==> config.mk <==
export PLATFORM = sky130hd
export DESIGN_NAME = imis_top
export DESIGN_NICKNAME = d
export VERILOG_FILES = /design/src/imis_pkg.sv /design/src/imis_top.sv
export SDC_FILE = /design/constraint.sdc
export NUM_CORES = 1
export LEC_CHECK = 0
export BUFFER_PORTS_ARGS = -buffer_cell sky130_fd_sc_hd__buf_2
export CAP_MARGIN = 20
export CORE_MARGIN = 4
export CORE_UTILIZATION = 48
export CTS_BUF_LIST = sky130_fd_sc_hd__clkbuf_2 sky130_fd_sc_hd__clkbuf_4 sky130_fd_sc_hd__clkbuf_8
export DETAILED_ROUTE_END_ITERATION = 8
export PLACE_DENSITY = 0.79
export SLEW_MARGIN = 5
export SYNTH_ARGS = -nofsm -noshare
export SYNTH_HDL_FRONTEND = slang
export SYNTH_SLANG_ARGS = --single-unit
==> constraint.sdc <==
create_clock -name CLK_I -period 1.42 [get_ports CLK_I]
set_input_delay 0.142 -clock CLK_I [delete_from_list [all_inputs] [get_ports CLK_I]]
set_output_delay 0.142 -clock CLK_I [all_outputs]
set_load 0.01 [all_outputs]
==> src/imis_pkg.sv <==
// imis_pkg: constants and types for the masked interrupt status block
// assumes a 32-bit register port and fifo levels supplied by the controller
// Overview of operation
// - bit 0 high when tx fifo empty
// - bit 1 when tx count <= tx threshold
// - bit 2 while tx fifo full
// - bit 3 sticky on write to full tx
// - bit 4 high when rx fifo empty
// - bit 5 when rx count >= rx threshold
// - bit 6 while rx fifo full
// - bit 15 sticky when length bytes received
// - bit 16 while slave read request pending
// - bit 17 tx empty during slave read
// - bit 18 while slave write request pending
// - bit 19 sticky master done until acknowledged
// - bit 20 sticky slave done until acknowledged
// - bit 23 sticky slave arbitration lost
// - bit 24 sticky master arbitration lost
// - bit 25 sticky bus error
// - bit 28 sticky master done without stop
// - hold clock low until nostop cleared
package imis_pkg;
	// register offsets
	localparam logic [7:0] IMIS_OFS_RAW    = 8'h30;
	localparam logic [7:0] IMIS_OFS_MASKED = 8'h34;
	localparam logic [7:0] IMIS_OFS_CLEAR  = 8'h38;
	localparam logic [7:0] IMIS_OFS_MASK   = 8'h3C;
	localparam logic [7:0] IMIS_OFS_TXTHR  = 8'h40;
	localparam logic [7:0] IMIS_OFS_RXTHR  = 8'h44;
	// field positions
	localparam int IMIS_B_TXE   = 0;
	localparam int IMIS_B_TXLOW = 1;
	localparam int IMIS_B_TXF   = 2;
	localparam int IMIS_B_TXOVR = 3;
	localparam int IMIS_B_RXE   = 4;
	localparam int IMIS_B_RXHI  = 5;
	localparam int IMIS_B_RXF   = 6;
	localparam int IMIS_B_LEN   = 15;
	localparam int IMIS_B_SRDRQ = 16;
	localparam int IMIS_B_SRDUF = 17;
	localparam int IMIS_B_SWRRQ = 18;
	localparam int IMIS_B_MDONE = 19;
	localparam int IMIS_B_SDONE = 20;
	localparam int IMIS_B_SARB  = 23;
	localparam int IMIS_B_MARB  = 24;
	localparam int IMIS_B_BERR  = 25;
	localparam int IMIS_B_NOSTP = 28;
	// implemented bits; reserved and excluded bits read zero
	localparam logic [31:0] IMIS_IMPL_MASK = 32'h139F_807F;
	// sticky (event) bits, cleared by the clear register
	localparam logic [31:0] IMIS_STICKY    = 32'h139A_8008;
	// reset values
	localparam logic [31:0] IMIS_RST_WORD  = 32'h0000_0000;
	localparam logic [7:0]  IMIS_RST_THR   = 8'h00;
	// one-cycle pulse events from the controller
	typedef struct packed {
		logic tx_write_full;  // write attempt into full tx fifo
		logic len_reached;    // programmed length received
		logic mst_done;       // master transaction done
		logic slv_done;       // slave transaction done
		logic slv_arb_lost;   // slave lost arbitration
		logic mst_arb_lost;   // master lost arbitration
		logic bus_err;        // unexpected start or stop
		logic mst_done_nostop;// master done, no stop issued
	} imis_evt_t;
	// level conditions from the controller
	typedef struct packed {
		logic slv_rd_req;     // remote read from us pending
		logic slv_rd_active;  // slave read in progress
		logic slv_wr_req;     // remote write to us pending
	} imis_lvl_t;
endpackage

==> src/imis_top.sv <==
// imis_top: raw and masked interrupt status with mask, clear and thresholds
// assumes single 50 MHz clock, synchronous inputs, fifo counts from fifos
`timescale 1ns/100ps
`default_nettype none
module imis_top #(
	parameter int FIFO_DEPTH = 16,   // entries per fifo
	parameter int CNT_W      = 5     // width of fifo level counts
)(
	input  wire logic               CLK_I,       // 50 MHz clock
	input  wire logic               NRST_I,      // async reset, active low
	input  wire logic               CE_I,        // clock enable, freezes state
	input  wire logic [7:0]         ADDR_I,      // register byte address
	input  wire logic [31:0]        WDATA_I,     // write data
	input  wire logic               WR_I,        // write strobe
	input  wire logic               RD_I,        // read strobe
	output logic      [31:0]        RDATA_O,     // read data, cycle after strobe
	input  wire logic [CNT_W-1:0]   TX_CNT_I,    // tx fifo entries
	input  wire logic [CNT_W-1:0]   RX_CNT_I,    // rx fifo entries
	input  wire imis_pkg::imis_evt_t EVT_I,      // event pulses
	input  wire imis_pkg::imis_lvl_t LVL_I,      // level conditions
	output logic      [31:0]        MASKED_O,    // masked status word
	output logic                    SCL_HOLD_O   // hold serial clock low
);
	// state
	logic [31:0] sticky_r;   // latched event bits
	logic [31:0] mask_r;     // interrupt enable mask
	logic [7:0]  txthr_r;    // tx threshold
	logic [7:0]  rxthr_r;    // rx threshold
	logic [31:0] raw;        // full raw status
	logic [31:0] lvl;        // level-derived status
	logic [31:0] set_ev;     // event set vector
	logic [31:0] clr;        // clear vector from software
	logic        tx_empty;   // tx fifo empty
	logic        rx_empty;   // rx fifo empty

	// compare a count against the fifo capacity
	function automatic logic is_full(input logic [CNT_W-1:0] c);
		is_full = (32'(c) >= 32'(FIFO_DEPTH));
	endfunction

	// empty flags; tx empty shared by the level bits and the underflow event
	assign tx_empty = (TX_CNT_I == '0);
	assign rx_empty = (RX_CNT_I == '0);

	// level bits follow the fifos and slave requests directly, no latching
	always_comb
	begin
		lvl = 32'h0000_0000;
		lvl[imis_pkg::IMIS_B_TXE]   = tx_empty;
		lvl[imis_pkg::IMIS_B_TXLOW] = ({3'b000, TX_CNT_I} <= txthr_r);
		lvl[imis_pkg::IMIS_B_TXF]   = is_full(TX_CNT_I);
		lvl[imis_pkg::IMIS_B_RXE]   = rx_empty;
		lvl[imis_pkg::IMIS_B_RXHI]  = ({3'b000, RX_CNT_I} >= rxthr_r);
		lvl[imis_pkg::IMIS_B_RXF]   = is_full(RX_CNT_I);
		lvl[imis_pkg::IMIS_B_SRDRQ] = LVL_I.slv_rd_req;
		lvl[imis_pkg::IMIS_B_SWRRQ] = LVL_I.slv_wr_req;
	end

	// event vector; underflow is tx empty while a slave read runs
	always_comb
	begin
		set_ev = 32'h0000_0000;
		set_ev[imis_pkg::IMIS_B_TXOVR] = EVT_I.tx_write_full;
		set_ev[imis_pkg::IMIS_B_LEN]   = EVT_I.len_reached;
		set_ev[imis_pkg::IMIS_B_SRDUF] = tx_empty & LVL_I.slv_rd_active;
		set_ev[imis_pkg::IMIS_B_MDONE] = EVT_I.mst_done;
		set_ev[imis_pkg::IMIS_B_SDONE] = EVT_I.slv_done;
		set_ev[imis_pkg::IMIS_B_SARB]  = EVT_I.slv_arb_lost;
		set_ev[imis_pkg::IMIS_B_MARB]  = EVT_I.mst_arb_lost;
		set_ev[imis_pkg::IMIS_B_BERR]  = EVT_I.bus_err;
		set_ev[imis_pkg::IMIS_B_NOSTP] = EVT_I.mst_done_nostop;
	end

	// only ones written to the clear offset act; zeros leave bits alone
	assign clr = (WR_I && ADDR_I == imis_pkg::IMIS_OFS_CLEAR) ?
		(WDATA_I & imis_pkg::IMIS_STICKY) : 32'h0000_0000;

	// sticky bits; a set in the clear cycle wins so no event is lost
	always_ff @(posedge CLK_I or negedge NRST_I)
	begin
		if (!NRST_I)
			sticky_r <= imis_pkg::IMIS_RST_WORD;
		else if (CE_I)
			sticky_r <= ((sticky_r & ~clr) | set_ev) & imis_pkg::IMIS_STICKY;
	end

	// software-written control registers
	always_ff @(posedge CLK_I or negedge NRST_I)
	begin
		if (!NRST_I)
		begin
			mask_r  <= imis_pkg::IMIS_RST_WORD;
			txthr_r <= imis_pkg::IMIS_RST_THR;
			rxthr_r <= imis_pkg::IMIS_RST_THR;
		end
		else if (CE_I && WR_I)
		begin
			if (ADDR_I == imis_pkg::IMIS_OFS_MASK)
				mask_r <= WDATA_I & imis_pkg::IMIS_IMPL_MASK;
			else if (ADDR_I == imis_pkg::IMIS_OFS_TXTHR)
				txthr_r <= WDATA_I[7:0];
			else if (ADDR_I == imis_pkg::IMIS_OFS_RXTHR)
				rxthr_r <= WDATA_I[7:0];
		end
	end

	// raw word: levels and pending events, reserved bits forced low
	assign raw = (lvl | sticky_r) & imis_pkg::IMIS_IMPL_MASK;

	// masked status registered so the output comes from a flop
	always_ff @(posedge CLK_I or negedge NRST_I)
	begin
		if (!NRST_I)
			MASKED_O <= imis_pkg::IMIS_RST_WORD;
		else if (CE_I)
			MASKED_O <= raw & mask_r;
	end

	// clock stretch follows the raw nostop bit, independent of the mask
	always_ff @(posedge CLK_I or negedge NRST_I)
	begin
		if (!NRST_I)
			SCL_HOLD_O <= 1'b0;
		else if (CE_I)
			SCL_HOLD_O <= raw[imis_pkg::IMIS_B_NOSTP];
	end

	// read port; unmapped addresses return zero
	always_ff @(posedge CLK_I or negedge NRST_I)
	begin
		if (!NRST_I)
			RDATA_O <= imis_pkg::IMIS_RST_WORD;
		else if (CE_I)
		begin
			if (!RD_I)
				RDATA_O <= 32'h0000_0000;
			else if (ADDR_I == imis_pkg::IMIS_OFS_MASKED)
				RDATA_O <= raw & mask_r;
			else if (ADDR_I == imis_pkg::IMIS_OFS_RAW)
				RDATA_O <= raw;
			else if (ADDR_I == imis_pkg::IMIS_OFS_MASK)
				RDATA_O <= mask_r;
			else if (ADDR_I == imis_pkg::IMIS_OFS_TXTHR)
				RDATA_O <= {24'h00_0000, txthr_r};
			else if (ADDR_I == imis_pkg::IMIS_OFS_RXTHR)
				RDATA_O <= {24'h00_0000, rxthr_r};
			else
				RDATA_O <= 32'h0000_0000;
		end
	end

	// tx empty shows in masked word one cycle later when enabled
	a_tx_empty_bit: assert property (@(posedge CLK_I) disable iff (!NRST_I)
		CE_I && tx_empty && mask_r[0] |=> MASKED_O[0])
		else $error("tx empty not reported");
	// threshold compare on tx level
	a_tx_low_bit: assert property (@(posedge CLK_I) disable iff (!NRST_I)
		CE_I && mask_r[1] && ({3'b000, TX_CNT_I} > txthr_r) |=> !MASKED_O[1])
		else $error("tx low reported above threshold");
	// overrun stays until cleared
	a_ovr_sticky: assert property (@(posedge CLK_I) disable iff (!NRST_I)
		CE_I && EVT_I.tx_write_full |=> sticky_r[3])
		else $error("overrun not latched");
	// rx high compare
	a_rx_high_bit: assert property (@(posedge CLK_I) disable iff (!NRST_I)
		CE_I && mask_r[5] && ({3'b000, RX_CNT_I} >= rxthr_r) |=> MASKED_O[5])
		else $error("rx high missed");
	// clear of one bit without event drops it
	a_clear_one: assert property (@(posedge CLK_I) disable iff (!NRST_I)
		CE_I && clr[19] && !EVT_I.mst_done |=> !sticky_r[19])
		else $error("master done not cleared");
	// write of zero keeps pending bit
	a_clear_zero: assert property (@(posedge CLK_I) disable iff (!NRST_I)
		CE_I && sticky_r[24] && !clr[24] |=> sticky_r[24])
		else $error("arbitration bit lost");
	// set wins over clear in same cycle
	a_set_wins: assert property (@(posedge CLK_I) disable iff (!NRST_I)
		CE_I && EVT_I.bus_err && clr[25] |=> sticky_r[25])
		else $error("bus error lost on clear");
	// clock held while nostop pending
	a_scl_hold: assert property (@(posedge CLK_I) disable iff (!NRST_I)
		CE_I && sticky_r[28] |=> SCL_HOLD_O)
		else $error("clock not held");
	// reserved bits never read one
	a_reserved_zero: assert property (@(posedge CLK_I) disable iff (!NRST_I)
		(MASKED_O & ~imis_pkg::IMIS_IMPL_MASK) == 32'h0000_0000)
		else $error("reserved bit set");

	// a tx entry clears the empty bit
	a_tx_nonempty_bit: assert property (@(posedge CLK_I) disable iff (!NRST_I)
		CE_I && !tx_empty |=> !MASKED_O[0])
		else $error("tx empty reported with data");
	// tx count at or below threshold reports low level
	a_tx_low_set: assert property (@(posedge CLK_I) disable iff (!NRST_I)
		CE_I && mask_r[1] && ({3'b000, TX_CNT_I} <= txthr_r) |=> MASKED_O[1])
		else $error("tx low missed");
	// tx fifo at capacity
	a_tx_full_set: assert property (@(posedge CLK_I) disable iff (!NRST_I)
		CE_I && mask_r[2] && (32'(TX_CNT_I) >= 32'(FIFO_DEPTH)) |=> MASKED_O[2])
		else $error("tx full missed");
	// one free tx entry drops the full bit
	a_tx_full_clear: assert property (@(posedge CLK_I) disable iff (!NRST_I)
		CE_I && (32'(TX_CNT_I) < 32'(FIFO_DEPTH)) |=> !MASKED_O[2])
		else $error("tx full with free entry");
	// rx empty follows the count
	a_rx_empty_bit: assert property (@(posedge CLK_I) disable iff (!NRST_I)
		CE_I && mask_r[4] && rx_empty |=> MASKED_O[4])
		else $error("rx empty not reported");
	// any rx entry clears the empty bit
	a_rx_nonempty_bit: assert property (@(posedge CLK_I) disable iff (!NRST_I)
		CE_I && !rx_empty |=> !MASKED_O[4])
		else $error("rx empty reported with data");
	// rx count below threshold keeps the high level off
	a_rx_high_clear: assert property (@(posedge CLK_I) disable iff (!NRST_I)
		CE_I && ({3'b000, RX_CNT_I} < rxthr_r) |=> !MASKED_O[5])
		else $error("rx high below threshold");
	// rx fifo at capacity
	a_rx_full_set: assert property (@(posedge CLK_I) disable iff (!NRST_I)
		CE_I && mask_r[6] && (32'(RX_CNT_I) >= 32'(FIFO_DEPTH)) |=> MASKED_O[6])
		else $error("rx full missed");
	// fewer rx entries than capacity drops the full bit
	a_rx_full_clear: assert property (@(posedge CLK_I) disable iff (!NRST_I)
		CE_I && (32'(RX_CNT_I) < 32'(FIFO_DEPTH)) |=> !MASKED_O[6])
		else $error("rx full below capacity");
	// remote read request is a level, not latched
	a_rd_req_bit: assert property (@(posedge CLK_I) disable iff (!NRST_I)
		CE_I && mask_r[16] |=> MASKED_O[16] == $past(LVL_I.slv_rd_req))
		else $error("read request bit wrong");
	// remote write request is a level, not latched
	a_wr_req_bit: assert property (@(posedge CLK_I) disable iff (!NRST_I)
		CE_I && mask_r[18] |=> MASKED_O[18] == $past(LVL_I.slv_wr_req))
		else $error("write request bit wrong");

	// length reached is latched
	a_len_sticky: assert property (@(posedge CLK_I) disable iff (!NRST_I)
		CE_I && EVT_I.len_reached |=> sticky_r[15])
		else $error("length event not latched");
	// tx empty during a slave read is latched
	a_rd_empty_sticky: assert property (@(posedge CLK_I) disable iff (!NRST_I)
		CE_I && tx_empty && LVL_I.slv_rd_active |=> sticky_r[17])
		else $error("read underflow not latched");
	// master done is latched
	a_mdone_sticky: assert property (@(posedge CLK_I) disable iff (!NRST_I)
		CE_I && EVT_I.mst_done |=> sticky_r[19])
		else $error("master done not latched");
	// slave done is latched
	a_sdone_sticky: assert property (@(posedge CLK_I) disable iff (!NRST_I)
		CE_I && EVT_I.slv_done |=> sticky_r[20])
		else $error("slave done not latched");
	// slave arbitration loss is latched
	a_sarb_sticky: assert property (@(posedge CLK_I) disable iff (!NRST_I)
		CE_I && EVT_I.slv_arb_lost |=> sticky_r[23])
		else $error("slave arbitration loss not latched");
	// master arbitration loss is latched
	a_marb_sticky: assert property (@(posedge CLK_I) disable iff (!NRST_I)
		CE_I && EVT_I.mst_arb_lost |=> sticky_r[24])
		else $error("master arbitration loss not latched");
	// bus error is latched
	a_berr_sticky: assert property (@(posedge CLK_I) disable iff (!NRST_I)
		CE_I && EVT_I.bus_err |=> sticky_r[25])
		else $error("bus error not latched");
	// master done without stop is latched
	a_nostop_sticky: assert property (@(posedge CLK_I) disable iff (!NRST_I)
		CE_I && EVT_I.mst_done_nostop |=> sticky_r[28])
		else $error("nostop done not latched");

	// overrun drops on a written one
	a_ovr_clear: assert property (@(posedge CLK_I) disable iff (!NRST_I)
		CE_I && clr[3] && !EVT_I.tx_write_full |=> !sticky_r[3])
		else $error("overrun not cleared");
	// length bit drops on a written one
	a_len_clear: assert property (@(posedge CLK_I) disable iff (!NRST_I)
		CE_I && clr[15] && !EVT_I.len_reached |=> !sticky_r[15])
		else $error("length bit not cleared");
	// slave done drops once acknowledged
	a_sdone_clear: assert property (@(posedge CLK_I) disable iff (!NRST_I)
		CE_I && clr[20] && !EVT_I.slv_done |=> !sticky_r[20])
		else $error("slave done not cleared");
	// nostop bit drops once acknowledged
	a_nostop_clear: assert property (@(posedge CLK_I) disable iff (!NRST_I)
		CE_I && clr[28] && !EVT_I.mst_done_nostop |=> !sticky_r[28])
		else $error("nostop bit not cleared");
	// clock released once nothing holds it
	a_scl_release: assert property (@(posedge CLK_I) disable iff (!NRST_I)
		CE_I && !sticky_r[28] |=> !SCL_HOLD_O)
		else $error("clock held without cause");

	// output register is raw and mask of the cycle before
	a_mask_apply: assert property (@(posedge CLK_I) disable iff (!NRST_I)
		CE_I |=> MASKED_O == ($past(raw) & $past(mask_r)))
		else $error("masked word wrong");
	// masked read returns the word seen at the strobe
	a_read_masked: assert property (@(posedge CLK_I) disable iff (!NRST_I)
		CE_I && RD_I && (ADDR_I == imis_pkg::IMIS_OFS_MASKED) |=>
		RDATA_O == ($past(raw) & $past(mask_r)))
		else $error("masked read wrong");
	// read data stand only in the cycle after a strobe
	a_read_idle: assert property (@(posedge CLK_I) disable iff (!NRST_I)
		CE_I && !RD_I |=> RDATA_O == 32'h0000_0000)
		else $error("read data without strobe");
	// a low enable freezes the sticky, masked output and read data registers
	a_freeze_state: assert property (@(posedge CLK_I) disable iff (!NRST_I)
		!CE_I |=> $stable(sticky_r) && $stable(MASKED_O) && $stable(RDATA_O))
		else $error("state moved while frozen");
endmodule
`default_nettype wire

# --- Word level (Yosys, flattened, before mapping) ---
# Cells that the tools add are included.
# W data, S select, Z words.
totals:
  ff_bits: 107
  latchBits: 0
  ram_bits: 0
  mem_bits_ro: 0
  out_inout_bits: 65
  elab_cells: 39
  n_memories: 0
classes:
  addsub: 0
  mul: 0
  div_mod_pow: 0
  n_lt_le_gt_ge: 4
  eq_ne: 6
  shifts: 0
  n_mux: 7
  bitwise_logic: 8
  reduce_logical: 7
ops:
  columns: ["op", "count"]
  rows:
  - ["$mux W29", 3]
  - ["$mux W32", 2]
  - ["$and A29 B29 Y29", 2]
  - ["$eq A8 B6 Y1 const B", 4]
  - ["$not A29 Y29", 1]
  - ["$or A19 B29 Y29", 1]
  - ["$or A29 B29 Y29", 1]
  - ["$eq A8 B7 Y1 const B", 2]
  - ["$mux W8", 2]
  - ["$ge A5 B5 Y1 const B", 2]
  - ["$logic_not A5 Y1", 2]
  - ["$ge A5 B8 Y1", 1]
  - ["$le A5 B8 Y1", 1]
  - ["$reduce_and A4 Y1", 1]
  - ["$reduce_and A3 Y1", 1]
  - ["$logic_and A1 B1 Y1", 2]
  - ["$not A1 Y1", 2]
  - ["$reduce_and A2 Y1", 1]
  - ["$and A1 B1 Y1", 1]

# --- Longest topological paths before layout ---
depth:
  ltp_word: 7
  mapped_depth: 7
  depth_no_buf: 7

# --- Worst setup path before layout ---
# No wires, ideal clock.
synth_timing:
  path_kind: "input port to flip-flop"
  from: "in ADDR_I[7]"
  to: "reg mask_r[15]"
  setup_time_ps: 125
  arrival_time_ps: 1604
  required_ps: 1295
  setup_slack_ps: -309
  path_stages: 6
  path_cell_list: "or4b_1 > nor4b_1 > and3_1 > buf_6 > buf_12 > mux2_4"
synth_between:
  elab_chain_cells: 2
synth_lines:
  columns: ["item", "line_no", "rtl"]
  rows:
  - ["from (decl)", "imis_top.sv:12", "input wire logic [7:0] ADDR_I,"]
  - ["$eq A8 B6 Y1", "imis_top.sv:98", "if (ADDR_I == imis_pkg::IMIS_OFS_MASK)"]
  - ["$reduce_and A2 Y1 (no line)", null, null]
  - ["to (signal assigned)", "imis_top.sv:92", "mask_r <= imis_pkg::IMIS_RST_WORD;"]
  - ["to (signal assigned)", "imis_top.sv:99", "mask_r <= WDATA_I & imis_pkg::IMIS_IMPL_MASK;"]
  - ["to (decl)", "imis_top.sv:26", "logic [31:0] mask_r;"]
# Every way passes these cells.
# A chain may end at the register's enable or synchronous reset.

# --- Worst setup path in the final report ---
layout_timing:
  from: "reg rxthr_r[2]"
  to: "reg RDATA_O[5]"
layout_between:
  elab_chain_cells: 5
  word_cells_on_any_way: 6
  cone_classes: "order compare (1); mux (3); bitwise (2)"
layout_lines:
  columns: ["item", "line_no", "rtl"]
  rows:
  - ["from (decl)", "imis_top.sv:28", "logic [7:0] rxthr_r;"]
  - ["from (signal assigned)", "imis_top.sv:94", "rxthr_r <= imis_pkg::IMIS_RST_THR;"]
  - ["from (signal assigned)", "imis_top.sv:103", "rxthr_r <= WDATA_I[7:0];"]
  - ["$ge A5 B8 Y1 *", "imis_top.sv:53", "lvl[imis_pkg::IMIS_B_RXHI] = ({3'b000, RX_CNT_I} >= rxthr_r);"]
  - ["$or A19 B29 Y29 *", "imis_top.sv:108", "assign raw = (lvl | sticky_r) & imis_pkg::IMIS_IMPL_MASK;"]
  - ["$mux W29 or $and A29 B29 Y29 (tied branches)", "imis_top.sv:139, imis_top.sv:138", null]
  - ["$mux W32 *", "imis_top.sv:137", "else if (ADDR_I == imis_pkg::IMIS_OFS_MASKED)"]
  - ["$mux W32 *", "imis_top.sv:135", "if (!RD_I)"]
  - ["to (signal assigned)", "imis_top.sv:138", "RDATA_O <= raw & mask_r;"]
  - ["to (signal assigned)", "imis_top.sv:140", "RDATA_O <= raw;"]
  - ["to (signal assigned)", "imis_top.sv:142", "RDATA_O <= mask_r;"]
  - ["to (decl)", "imis_top.sv:16", "output logic [31:0] RDATA_O,"]
# Mark *: on every way between the ends. The rest lies on a longest branch, timed or not.

==> results_dict.tcl <==
set metrics [dict create \
    status "finished with violations" \
    violations "negative setup slack" \
    preCtsSetupSlack_ns -0.457 \
    yosysWarningCount 0 \
    synth_top_area_share_pct 48.6 \
    ys_seq_area_share_pct 48.6 \
    nets 587 \
    seqPwrFrac_pct 48.2 \
    layoutNonFillerInstCount 621 \
    whs_ns 0.0100 \
    final_antenna_net_count 0 \
    fmax_mhz 622 \
    swShare_pct 25.9 \
    comb_power_share_pct 11.8 \
    p_sw_w 0.00123 \
    async_reset_ff_share_pct 100 \
    die_w_um 99.5 \
    io_buffers 87 \
    start_util_pct 49.1 \
    dr.pass1.iters 4 \
    die_y_um 99.5 \
    start_kind "flop" \
    htreeDepth 3 \
    crit_path_max_fanout 2 \
    internal_power_w 0.00353 \
    synth_cells 375 \
    antenna_found_initial 0 \
    final_cell_area_mm2 0.00537 \
    fin_setup_tns_ns -1.97 \
    seqCellArea_mm2 0.00195 \
    ys.flop_type "dfrtp_1" \
    viasPerCell 5.29 \
    cp_cell_sequence "inv_2 -> ha_4 -> a21o_1 -> a31oi_1 -> o21ai_1 -> nor4_1 -> nor3_1" \
    layout-drive-gt1-share_pct 43.8 \
    grt_first_pass_wirelength_mm 16.9 \
    wire_per_inst_um 17.3 \
    drv_slew 0 \
    ioPinCount 131 \
    cts_buffers 9 \
    worst-setup-path-type "reg2reg" \
    fillerInstances 599 \
    gp_congestion 0.844 \
    drc 0 \
    cp.arrival_ns 1.85 \
    skew_ns 0.00839 \
    mostFrequentLayoutCell "buf_2" \
    core-area_mm2 0.00818 \
    cts-root-buf "clkbuf_8" \
    vias 3284 \
    synth_edf_count 0 \
    synth_seq_cells 78 \
    ys_types 51 \
    cap_violations 0 \
    avgSynthCellArea_um2 10.7 \
    hold_viol_final 0 \
    mostFrequentLayoutCells "buf_2, dfrtp_1, buf_4" \
    cts.sinks 78 \
    finalCritPeriodShare_pct 113 \
    die-area_mm2 0.00989 \
    grt_use_total_pct 21.7 \
    syn_to_final_growth_pct 33.7 \
    clk_transition_reported_paths_ns 0.08 \
    grt.overflow.total 0 \
    period_needed_ns 1.61 \
    num_rows 33 \
    postRouteWirelength_mm 10.7 \
    power_density_mw_per_mm2 887 \
    synth.area.top_cells "dfrtp_1, mux2_2, buf_4, mux2_4, o21ai_0" \
    cpMaxStageDelayCell "dfrtp_1" \
    cp-end-kind "flop" \
    clockBufferDepth 2 \
    slowest_delay_ns 0.41 \
    clk_latency_ns 0.36 \
    cp_data_required_time_ns 1.66 \
    pwr-share-clk_pct 39.9 \
    synth_area_leader_cell "dfrtp_1" \
    cts_tree "built" \
    finalSetupViolCount 35 \
    grt_start_max_net_pins 79 \
    postLayoutSetupSlackWorst_ns -0.188 \
    rsz0062_at_grt "true" \
    hold_path_class "in2reg" \
    multi_input_area_mm2 0.00194 \
    leakagePower_nw 2.61 \
    placed_area_mm2 0.00484 \
    syn_area_mm2 0.00402 \
    diodes 0 \
    drt-initial-drc-count 214 \
    ir_worst_vdd_mv 0.463 \
    grt_pass1_vias 3492 \
    place_hpwl_mm 7.47 \
    post-place-cells 594 \
]
==> registers in the layout, indices dropped and copies added, names as in the netlist <==
register,flops
rxthr_r,8
SCL_HOLD_O,1
mask_r,17
RDATA_O,18
txthr_r,8
sticky_r,9
MASKED_O,17
==> critical path: cells and delay by family (launching register included) <==
family | cells | cell delay, ns
AND/OR/NAND/NOR | 2 | 0.35
AO/OA/AOI/OAI | 3 | 0.46
adder cells (fa/ha/maj) | 1 | 0.19
buffers and inverters | 1 | 0.08
flip-flops | 1 | 0.41
==> worst paths after layout <==
path | endpoint | depth (start not counted) | startpoint | slack (ns)
min in group asynchronous | MASKED_O[15]$_DFFE_PN0P_ | 3 | NRST_I | 0.34
worst max register to register | RDATA_O[5]$_DFFE_PN0P_ | 7 | rxthr_r[2]$_DFFE_PN0P_ | -0.19
worst min-delay path | sticky_r[3]$_DFFE_PN0P_ | 2 | EVT_I[7] | 0.01
max in group asynchronous | mask_r[5]$_DFFE_PN0P_ | 3 | NRST_I | 0.76
worst min register to register | RDATA_O[24]$_DFFE_PN0P_ | 1 | RDATA_O[24]$_DFFE_PN0P_ | 0.51
worst max-delay path | RDATA_O[5]$_DFFE_PN0P_ | 7 | rxthr_r[2]$_DFFE_PN0P_ | -0.19
==> cells in the mapped netlist (2+ instances only) <==
library cell / instances
dfrtp_1: 78
buf_4: 29
mux2_2: 33
o32ai_1: 2
a22oi_1: 5
mux2i_1: 3
a22o_1: 8
ha_1: 10
a21o_1: 2
nor4_1: 2
nand3_1: 18
a21oi_1: 5
nand2_1: 18
mux2_4: 10
nor2b_1: 6
nor2_4: 2
o22ai_1: 15
clkbuf_1: 7
buf_1: 4
inv_1: 34
o21ai_0: 28
a31oi_1: 2
o2bb2ai_1: 4
o21bai_1: 2
nor2_1: 17
nor3_1: 6
==> cells by family (layout without fill, tap and decap cells) <==
logic type / after synthesis / in the layout / share of synthesized area [%]
simple gates: 84 / 84 / 11.2
mux: 46 / 46 / 13.7
flops: 78 / 78 / 48.6
other cells: 1 / 29 / 0.0934
fa+ha+maj: 10 / 10 / 3.12
compound gates: 78 / 78 / 12.6
buf+inv: 78 / 191 / 10.7
==> per-layer routing <==
metal	share of wire, %	vias to the layer above	wire length, um	global-route usage, %
met3	6.0	22	647	4.28
met1	41	1586	4440	27.0
met2	50	135	5370	36.6
met4	2.4	0	259	9.77
met5	0	-	0	0
li1	-	1541	-	-
==> power by group through the flow <==
stage	Combinational (W)	Clock (W)	Sequential (W)
floorplan	0.000279	0	0.00234
global placement	0.000482	0	0.00234
detailed placement	0.000503	0	0.00234
CTS	0.000544	0.00192	0.00230
global route	0.000613	0.00202	0.00230
finish	0.000564	0.00190	0.00230
==> cell type report <==
cell class	instances	area share, %
flip-flops and latches	78	36.4
multi-input cells	247	36.1
repair buffers	141	18.4
well taps	105	2.45
inverters	34	2.38
clock buffers	9	2.31
clock inverters	7	1.96
==> stage by stage <==
step	utilization, %	total power (W)
6_report	65.6	0.00476
5_1_grt	65.6	0.00494
4_1_cts	65.0	0.00476
3_5_place_dp	59.2	0.00284
3_3_place_gp	59.2	0.00282
2_1_floorplan	-	0.00262
==> what timing repair did <==
action / CTS / global route
hold buffers: 2 / 0
pin swaps: 11 / 4
resized for setup: 29 / 16
buffers inserted: 6 / 3
setup endpoints to repair: 37 / 40
gates cloned: 2 / 0
hold endpoints to repair: 79 / 0
No activity file was read; power rests on OpenSTA's default activity.
